$ cat config.mk
export PLATFORM = sky130hd
export DESIGN_NAME = crh_handshake
export DESIGN_NICKNAME = d
export VERILOG_FILES = /design/src/verilog/crh_pkg.sv /design/src/verilog/crh_sync_edge.sv /design/src/verilog/crh_handshake.sv
export SDC_FILE = /design/constraint.sdc
export NUM_CORES = 1
export LEC_CHECK = 0
export ABC_CLOCK_PERIOD_IN_PS = 2500
export BUFFER_PORTS_ARGS = -buffer_cell sky130_fd_sc_hd__buf_2
export CAP_MARGIN = 20
export CORE_MARGIN = 10
export CORE_UTILIZATION = 60
export CTS_CLUSTER_SIZE = 28
export DETAILED_ROUTE_END_ITERATION = 8
export GPL_TIMING_DRIVEN = 0
export PLACE_DENSITY = 0.84
export REMOVE_ABC_BUFFERS = 1
export SYNTH_ARGS = -nofsm -noshare
export SYNTH_HDL_FRONTEND = slang
export SYNTH_SLANG_ARGS = --single-unit
$ cat constraint.sdc
create_clock -name sys_clk -period 2.5 [get_ports sys_clk]
set_input_delay 0.5 -clock sys_clk [delete_from_list [all_inputs] [get_ports sys_clk]]
set_output_delay 0.5 -clock sys_clk [all_outputs]
set_load 0.01 [all_outputs]
$ cat src/verilog/crh_pkg.sv
/*
  crh_pkg: constants and carrier types for the command/response handshake
  block. Assumes byte-wide host register access over a small local port.
*/
package crh_pkg;
  // byte offsets inside the host register window
  localparam logic [2:0] OFF_HOST_CTRL  = 3'h0;
  localparam logic [2:0] OFF_INIT_CTRL  = 3'h1;
  localparam logic [2:0] OFF_HANDSHAKE  = 3'h2;
  localparam logic [2:0] OFF_STATION    = 3'h3;
  localparam logic [2:0] OFF_PORT_LO_L  = 3'h4;
  localparam logic [2:0] OFF_PORT_LO_H  = 3'h5;
  localparam logic [2:0] OFF_PORT_HI_L  = 3'h6;
  localparam logic [2:0] OFF_PORT_HI_H  = 3'h7;
  // host control byte fields
  localparam int BIT_IRQ_EN_IN  = 0;
  localparam int BIT_IRQ_EN_OUT = 4;
  localparam int BIT_IN_REQUEST = 7;
  // init control byte fields
  localparam int BIT_RUN        = 7;
  localparam int BIT_MCLEAR     = 6;
  // handshake byte fields
  localparam int BIT_CODE_LSB   = 0;
  localparam int BIT_CODE_MSB   = 2;
  localparam int BIT_EXT_ADDR   = 3;
  localparam int BIT_IN_READY   = 4;
  localparam int BIT_OUT_READY  = 7;
  // start-up diagnostic signature, octal 33 and octal 305
  localparam logic [7:0] DIAG_LOW_BYTE  = 8'h1b;
  localparam logic [7:0] DIAG_HIGH_BYTE = 8'hc5;
  // cycles the init sequence takes after master clear drops
  localparam int         INIT_CYCLES = 16;
  localparam logic [4:0] INIT_COUNT  = 5'(INIT_CYCLES);

  // host register access
  typedef struct packed {
    logic       wr;
    logic       rd;
    logic [2:0] addr;
    logic [7:0] wdata;
  } crh_hreq_s;

  // response posted by the device engine
  typedef struct packed {
    logic [2:0]  code;
    logic [7:0]  station;
    logic [15:0] wordLo;
    logic [15:0] wordHi;
  } crh_resp_s;

  // command handed to the device engine
  typedef struct packed {
    logic [2:0]  code;
    logic        extAddr;
    logic [15:0] wordLo;
    logic [15:0] wordHi;
  } crh_cmd_s;
endpackage

$ cat src/verilog/crh_sync_edge.sv
/*
  crh_sync_edge: two-flop synchroniser with rising-edge pulse.
  Assumes the input is an asynchronous level relative to sys_clk.
*/
`timescale 1ns/1ns
module crh_sync_edge
  import crh_pkg::*;
(
  input  wire logic sys_clk,
  input  wire logic resetn,
  input  wire logic asyncIn,
  output logic      levelOut,
  output logic      risePulse
);
  logic meta_r;
  logic lvl_r;
  logic prev_r;

  // first flop feeds only the second
  always_ff @(posedge sys_clk) begin
    if (!resetn) begin
      meta_r <= 1'b0;
      lvl_r  <= 1'b0;
      prev_r <= 1'b0;
    end else begin
      meta_r <= asyncIn;
      lvl_r  <= meta_r;
      prev_r <= lvl_r;
    end
  end

  assign levelOut  = lvl_r;
  assign risePulse = lvl_r & ~prev_r;
endmodule

$ cat src/verilog/crh_handshake.sv
/*
  crh_handshake: host-visible command/response handshake registers of a
  line controller. Holds the host control, init, handshake, station and
  data port bytes, grants the port, posts responses, raises vectors.
  Assumes same-clock host access strobes and a device engine on sys_clk;
  respPost is asynchronous from the engine side and is synchronised.
*/
`timescale 1ns/1ns
module crh_handshake
  import crh_pkg::*;
(
  input  wire logic        sys_clk,
  input  wire logic        resetn,
  input  wire crh_hreq_s   hostReq,
  output logic [7:0]       hostRdata,
  output crh_cmd_s         cmdOut,
  output logic             cmdValid,
  input  wire logic        cmdIgnore,
  input  wire crh_resp_s   respIn,
  input  wire logic        respPost,
  output logic             respBusy,
  output logic             irqInVector,
  output logic             irqOutVector,
  output logic             runOut,
  output logic             extAddrMode
);
  typedef enum logic [1:0] {ST_INIT, ST_IDLE, ST_GRANTED, ST_RESP} crh_state_e;

  crh_state_e  state_r;
  logic [7:0]  hostCtrl_r;
  logic        mclear_r;
  logic        run_r;
  logic [4:0]  initCnt_r;
  logic [2:0]  code_r;
  logic        extAddr_r;
  logic        inReady_r;
  logic        outReady_r;
  logic [7:0]  station_r;
  logic [15:0] wordLo_r;
  logic [15:0] wordHi_r;
  logic [7:0]  rdata_r;
  logic        cmdValid_r;
  logic        irqIn_r;
  logic        irqOut_r;
  logic        pendResp_r;
  crh_resp_s   pendData_r;
  logic        postLvl;
  logic        postRise;

  logic hostWr;
  logic wrCtrl;
  logic wrInit;
  logic wrHs;
  assign hostWr = hostReq.wr;
  assign wrCtrl = hostWr && hostReq.addr == OFF_HOST_CTRL;
  assign wrInit = hostWr && hostReq.addr == OFF_INIT_CTRL;
  assign wrHs   = hostWr && hostReq.addr == OFF_HANDSHAKE;

  // response strobe arrives from another domain
  crh_sync_edge uPostSync (
    .sys_clk   (sys_clk),
    .resetn    (resetn),
    .asyncIn   (respPost),
    .levelOut  (postLvl),
    .risePulse (postRise)
  );

  // host control byte
  always_ff @(posedge sys_clk) begin
    if (!resetn) begin
      hostCtrl_r <= 8'h00;
    end else if (mclear_r) begin
      hostCtrl_r <= 8'h00;
    end else if (wrCtrl) begin
      hostCtrl_r <= hostReq.wdata;
    end
  end

  // master clear and run bit
  always_ff @(posedge sys_clk) begin
    if (!resetn) begin
      mclear_r  <= 1'b0;
      run_r     <= 1'b0;
      initCnt_r <= 5'h00;
    end else if (wrInit && hostReq.wdata[BIT_MCLEAR]) begin
      mclear_r  <= 1'b1;
      run_r     <= 1'b0;
      initCnt_r <= INIT_COUNT;
    end else if (mclear_r) begin
      mclear_r <= 1'b0;
    end else if (!run_r && initCnt_r != 5'h00) begin
      initCnt_r <= initCnt_r - 5'h01;
      run_r     <= initCnt_r == 5'h01;
    end
  end

  // pending response latch, held until the port is free
  always_ff @(posedge sys_clk) begin
    if (!resetn) begin
      pendResp_r <= 1'b0;
      pendData_r <= '0;
    end else if (mclear_r) begin
      pendResp_r <= 1'b0; // stale post must not cover the signature
    end else if (postRise && run_r) begin
      pendResp_r <= 1'b1;
      pendData_r <= respIn;
    end else if (state_r == ST_IDLE && !inReady_r && pendResp_r && !outReady_r) begin
      pendResp_r <= 1'b0;
    end
  end

  // port ownership state machine
  always_ff @(posedge sys_clk) begin
    if (!resetn || mclear_r) begin
      state_r    <= ST_INIT;
      inReady_r  <= 1'b0;
      outReady_r <= 1'b0;
      code_r     <= 3'h0;
      extAddr_r  <= 1'b0;
      station_r  <= 8'h00;
      wordLo_r   <= 16'h0000;
      wordHi_r   <= 16'h0000;
      cmdValid_r <= 1'b0;
      irqIn_r    <= 1'b0;
      irqOut_r   <= 1'b0;
    end else begin
      cmdValid_r <= 1'b0;
      irqIn_r    <= 1'b0;
      irqOut_r   <= 1'b0;
      if (wrHs) begin
        extAddr_r <= hostReq.wdata[BIT_EXT_ADDR];
      end
      // host loads data port words
      if (hostWr && state_r != ST_INIT) begin
        case (hostReq.addr)
          OFF_PORT_LO_L: wordLo_r[7:0]  <= hostReq.wdata;
          OFF_PORT_LO_H: wordLo_r[15:8] <= hostReq.wdata;
          OFF_PORT_HI_L: wordHi_r[7:0]  <= hostReq.wdata;
          OFF_PORT_HI_H: wordHi_r[15:8] <= hostReq.wdata;
          OFF_STATION:   station_r      <= hostReq.wdata;
          default: ;
        endcase
      end
      case (state_r)
        ST_INIT: begin
          if (run_r) begin
            wordLo_r <= {8'h00, DIAG_LOW_BYTE};
            wordHi_r <= {8'h00, DIAG_HIGH_BYTE};
            state_r  <= ST_IDLE;
          end
        end
        ST_IDLE: begin
          if (pendResp_r && !outReady_r) begin
            code_r     <= pendData_r.code;
            station_r  <= pendData_r.station;
            wordLo_r   <= pendData_r.wordLo;
            wordHi_r   <= pendData_r.wordHi;
            outReady_r <= 1'b1;
            irqOut_r   <= hostCtrl_r[BIT_IRQ_EN_OUT];
            state_r    <= ST_RESP;
          end else if (hostCtrl_r[BIT_IN_REQUEST] && !outReady_r) begin
            inReady_r <= 1'b1;
            irqIn_r   <= hostCtrl_r[BIT_IRQ_EN_IN];
            state_r   <= ST_GRANTED;
          end
        end
        ST_GRANTED: begin
          if (wrHs && hostReq.wdata[BIT_CODE_MSB:BIT_CODE_LSB] != 3'h0) begin
            code_r     <= hostReq.wdata[BIT_CODE_MSB:BIT_CODE_LSB];
            inReady_r  <= 1'b0;
            cmdValid_r <= 1'b1;
            state_r    <= ST_IDLE;
          end
        end
        ST_RESP: begin
          if (wrHs && !hostReq.wdata[BIT_OUT_READY]) begin
            outReady_r <= 1'b0;
            // held request regranted in idle once no response is pending
            state_r    <= ST_IDLE;
          end
        end
        default: state_r <= ST_INIT;
      endcase
    end
  end

  // read mux, registered
  always_ff @(posedge sys_clk) begin
    if (!resetn) begin
      rdata_r <= 8'h00;
    end else if (hostReq.rd) begin
      case (hostReq.addr)
        OFF_HOST_CTRL: rdata_r <= hostCtrl_r;
        OFF_INIT_CTRL: rdata_r <= {run_r, mclear_r, 6'h00};
        OFF_HANDSHAKE: rdata_r <= {outReady_r, 2'b00, inReady_r, extAddr_r, code_r};
        OFF_STATION:   rdata_r <= station_r;
        OFF_PORT_LO_L: rdata_r <= wordLo_r[7:0];
        OFF_PORT_LO_H: rdata_r <= wordLo_r[15:8];
        OFF_PORT_HI_L: rdata_r <= wordHi_r[7:0];
        OFF_PORT_HI_H: rdata_r <= wordHi_r[15:8];
        default:       rdata_r <= 8'h00;
      endcase
    end
  end

  // command handed to engine; engine flags no-request key via cmdIgnore
  crh_cmd_s cmd_r;
  always_ff @(posedge sys_clk) begin
    if (!resetn) begin
      cmd_r <= '0;
    end else if (cmdValid_r && !cmdIgnore) begin
      cmd_r <= '{code: code_r, extAddr: extAddr_r, wordLo: wordLo_r, wordHi: wordHi_r};
    end
  end

  // busy echo toward engine; level is synchronised already
  logic respBusy_r;
  always_ff @(posedge sys_clk) begin
    if (!resetn) begin
      respBusy_r <= 1'b0;
    end else begin
      respBusy_r <= pendResp_r | outReady_r | postLvl;
    end
  end

  logic cmdValidOut_r;
  always_ff @(posedge sys_clk) begin
    if (!resetn) begin
      cmdValidOut_r <= 1'b0;
    end else begin
      cmdValidOut_r <= cmdValid_r && !cmdIgnore;
    end
  end

  assign hostRdata    = rdata_r;
  assign cmdOut       = cmd_r;
  assign cmdValid     = cmdValidOut_r;
  assign respBusy     = respBusy_r;
  assign irqInVector  = irqIn_r;
  assign irqOutVector = irqOut_r;
  assign runOut       = run_r;
  assign extAddrMode  = extAddr_r;
endmodule

==> metrics.csv <==
stage;metric;value;unit
outcome;status;finished, final reports clean;
place;RD Place Congestion;0.927;
sta;Final Max Slew Viols;0;
synth;sequential fraction of the synthesis area;0.491;
worst_setup_path;WP data arrival;2590;ps
floorplan;Die Ht;124;um
worst_setup_path;cell type of the slowest stage on the worst timing path;sky130_fd_sc_hd__nor2_4;
route;wire length per cell after detailed routing;18.6;um
place;IO buf count;109;
clock_tree;number of buffers inserted by hold repair at cts;0;
route;count of antenna-violating nets left after detailed routing;0;
clock_tree;total clock sinks;159;
cells_and_area;fraction of final layout cells sized beyond drive strength 1;0.200;
sta;fmax;469;MHz
sta;final critical path time including I/O delays and setup;2130;ps
route;total wire length after detailed routing;18300;um
worst_setup_path;worst r2r src;state_r[0]$_SDFFE_PP0P_;
cells_and_area;area growth from synthesis to final layout;17.8;%
cells_and_area;most frequent cells in the layout;211 x sky130_fd_sc_hd__nand2_1, 159 x sky130_fd_sc_hd__dfxtp_1, 113 x sky130_fd_sc_hd__a21oi_1;
sta;share of the cycle needed by the critical path after routing;0.853;
sta;setup TNS after final layout;0;ps
route;Met1 Wirelength;7600;um
route;number of design rule violations left after detail routing;0;
clock_tree;clock-pin slew on the worst setup and hold paths;70;ps
route;wire length on met3;1610;um
worst_setup_path;series of cell instances along the critical path;nand4bb_2 > nor2_4 > nand2_1 > o21ai_1;
worst_setup_path;critical path's largest stage delay;670;ps
flow_run;max-cap violations;0;
sta;clock skew;7.54;ps
worst_setup_path;crit path buf inv count;0;
global_route;initial antenna violation count;0;
power_and_ir_drop;Clock Power Share;0.413;
cells_and_area;core occupancy in the finished layout;0.733;
power_and_ir_drop;Sw Share;0.271;
place;DP HPWL;12400;um
power_and_ir_drop;Cell Pwr Density;786;nW/um^2
global_route;All-Layer GR Usage;0.241;
global_route;number of global-route vias before repair;5728;
synth;post-synthesis instance total;761;
clock_tree;CTS Buffer Depth;2;
route;met2 WL post-DR;8630;um
cells_and_area;total inserted antenna cells;0;
power_and_ir_drop;cell-internal power;4.37;mW
clock_tree;worst skew pair latency;540;ps
clock_tree;number of clock buffers inserted by TritonCTS;17;
synth;post-synthesis cell type count;54;
synth;Yosys top cell by area;sky130_fd_sc_hd__dfxtp_1;
clock_tree;post-CTS setup-driven buffer insertion count;0;
clock_tree;clock tree root driver cell;sky130_fd_sc_hd__clkbuf_8;
floorplan;floorplan row count;37;
cells_and_area;final net count;902;
synth;synthesized area;6480;um^2
route;DR pass1 iterations;5;
floorplan;DIE WIDTH;124;um
synth;flip-flop and latch count after synthesis;159;
worst_setup_path;number of stages on the worst setup path;4;
worst_setup_path;critical-path maximum fanout;25;
worst_setup_path;Worst Setup Start Kind;flip-flop;
sta;slew at the pin closest to its max-slew limit;908;ps
sta;# setup viols final;0;
synth;Post-synth EDFFs;0;
global_route;pin count of the biggest net entering global routing;44;
sta;unrepaired setup endpoints after global routing;no;
synth;dominant synthesized flop cell;sky130_fd_sc_hd__dfxtp_1;
worst_setup_path;startpoint-to-endpoint class of the critical path;reg2reg;
synth;proportion of synthesized flip-flops having asynchronous set or reset;0;
worst_setup_path;largest delay contributor family on the critical path;simple AND/OR/NAND/NOR gates;
power_and_ir_drop;P_leak;2.86;nW
power_and_ir_drop;Reg power frac;0.467;
synth;top post-synthesis cells by area;sky130_fd_sc_hd__dfxtp_1 49%, sky130_fd_sc_hd__nand2_1 12%, sky130_fd_sc_hd__a21oi_1 8.7%;
global_route;total global routing overflow;0;
worst_setup_path;worst setup path endpoint;wordHi_r[13]$_SDFF_PP0_;
clock_tree;CTS tree;done;
route;Iteration-0 DRC Markers;500;
synth;synth warn;0;
synth;per-instance average area after synthesis;8.52;um^2
hold_path;kind of path behind the tightest hold check;in2reg;
clock_tree;CTS H-tree depth;4;
global_route;wire length of the first global-routing pass;29000;um
sta;number of failing hold endpoints at the final stage;0;
floorplan;area of the placeable core;10400;um^2
worst_setup_path;timing startpoint of the critical path;state_r[0]$_SDFFE_PP0P_;
synth;share of the synthesized area in the top cell type;0.491;
cells_and_area;most common cell after layout, fill and taps aside;sky130_fd_sc_hd__nand2_1;
worst_setup_path;reg-to-reg critical path endpoint;wordHi_r[13]$_SDFF_PP0_;
route;Via density;5.84;
power_and_ir_drop;power share of the combinational group;0.120;
power_and_ir_drop;net load switching power;1.63;mW
floorplan;area of the die;15400;um^2
worst_setup_path;worst reg2reg setup slack;370;ps
floorplan;number of top-level pins;110;
route;via count;5773;
route;top sig layer;met4;
power_and_ir_drop;Peak supply drop;0.457;mV
worst_setup_path;Worst Reg2Reg Path Length in Cells;4;
worst_setup_path;required time reported for the critical path endpoint;2960;ps
worst_setup_path;Worst setup EP type;flip-flop;
sta;max-slew headroom at the worst pin;0.394;
floorplan;Starting Density;0.622;
## synth_stat cells, types with 2 or more instances
| library cell | count |
|---|---|
| sky130_fd_sc_hd__buf_4 | 4 |
| sky130_fd_sc_hd__buf_1 | 4 |
| sky130_fd_sc_hd__nor2_4 | 2 |
| sky130_fd_sc_hd__a21oi_1 | 113 |
| sky130_fd_sc_hd__nand2b_1 | 5 |
| sky130_fd_sc_hd__or3_1 | 3 |
| sky130_fd_sc_hd__and2_1 | 5 |
| sky130_fd_sc_hd__o31ai_1 | 7 |
| sky130_fd_sc_hd__o21ai_1 | 26 |
| sky130_fd_sc_hd__o21ai_0 | 20 |
| sky130_fd_sc_hd__nand3_1 | 5 |
| sky130_fd_sc_hd__nand3b_1 | 4 |
| sky130_fd_sc_hd__buf_2 | 12 |
| sky130_fd_sc_hd__clkbuf_1 | 31 |
| sky130_fd_sc_hd__nor2_1 | 24 |
| sky130_fd_sc_hd__buf_6 | 3 |
| sky130_fd_sc_hd__mux4_2 | 3 |
| sky130_fd_sc_hd__mux2i_1 | 54 |
| sky130_fd_sc_hd__nor2b_1 | 7 |
| sky130_fd_sc_hd__ha_1 | 2 |
| sky130_fd_sc_hd__a211oi_1 | 4 |
| sky130_fd_sc_hd__dfxtp_1 | 159 |
| sky130_fd_sc_hd__a2bb2oi_1 | 2 |
| sky130_fd_sc_hd__mux2_2 | 5 |
| sky130_fd_sc_hd__o22ai_1 | 4 |
| sky130_fd_sc_hd__a31oi_1 | 2 |
| sky130_fd_sc_hd__nor3_1 | 6 |
| sky130_fd_sc_hd__a221oi_1 | 4 |
| sky130_fd_sc_hd__nand2_1 | 212 |
| sky130_fd_sc_hd__inv_1 | 5 |
## worst reg2reg max path: cells and delay by family, from the launching register on
family | cells | cell delay [ps]
AOI/OAI and AO/OA | 1 | 130
DFF | 1 | 600
and+or+nand+nor | 3 | 1320
## routing by layer
| metal | GRT usage | vias to the layer above |
|---|---|---|
| met5 | 0 | - |
| met4 | 0.104 | 0 |
| met3 | 0.0679 | 55 |
| met2 | 0.394 | 247 |
| met1 | 0.293 | 2717 |
| li1 | - | 2754 |
## how the worst min path moves through the flow
stage	depth (start not counted)	endpoint	slack, ps	from
final	2	uPostSync.meta_r$_SDFF_PN0_	170	respPost
after CTS	2	uPostSync.meta_r$_SDFF_PN0_	160	respPost
after global routing	2	uPostSync.meta_r$_SDFF_PN0_	160	respPost
after global placement	1	uPostSync.levelOut$_SDFF_PN0_	420	uPostSync.meta_r$_SDFF_PN0_
after floorplan	1	uPostSync.levelOut$_SDFF_PN0_	410	uPostSync.meta_r$_SDFF_PN0_
after detailed placement	1	uPostSync.levelOut$_SDFF_PN0_	430	uPostSync.meta_r$_SDFF_PN0_
## power by group through the flow
stage / sequential [mW] / clock [mW] / combinational [mW]
after floorplan: 2.81 / 0 / 0.459
after global placement: 2.84 / 0 / 0.647
after detailed placement: 2.85 / 0 / 0.690
after CTS: 2.79 / 2.50 / 0.709
after global routing: 2.81 / 2.61 / 0.784
final: 2.80 / 2.48 / 0.721
## repair_timing
item | CTS | global route
resized for setup | 3 | 2
gates cloned | 0 | 0
hold endpoints to repair | 0 | 0
setup endpoints to repair | 25 | 16
pin swaps | 0 | 1
## cell type report
| type | count | area [um^2] |
|---|---|---|
| clock inverters | 12 | 138 |
| multi-input cells | 542 | 3060 |
| clock buffers | 19 | 422 |
| repair buffers | 115 | 647 |
| inverters | 5 | 18.8 |
| well taps | 136 | 170 |
| flip-flops and latches | 159 | 3180 |
| fillers | 794 | 2780 |
## stage by stage
step	instance area [um^2]	instances	power [mW]	hold WS [ps]	worst slack [ps]
finish	7640	988	6.00	166	369
global route	7640	988	6.20	164	278
CTS	7630	988	6.00	157	78.0
detailed placement	7060	957	3.54	427	-1070
global placement	6940	951	3.48	417	-2070
floorplan	6220	706	3.27	412	-484
## cell families after synthesis
kind of cell             share of synthesized area
buffers and inverters                       0.0430
AND/OR/NAND/NOR                              0.191
adder cells (fa/ha/maj)                    0.00386
AO/OA/AOI/OAI                                0.168
XOR/XNOR                                   0.00135
flip-flops                                   0.491
multiplexers                                 0.102
## state kept, by name, summed over array words and instances, names as in the netlist, 2 cells and up
register / count
wordLo_r: 16
state_r: 2
initCnt_r: 5
cmdOut: 36
pendData_r: 43
code_r: 3
hostCtrl_r: 8
hostRdata: 8
station_r: 8
wordHi_r: 16
Note: power is estimated with default switching activity, not from simulation.
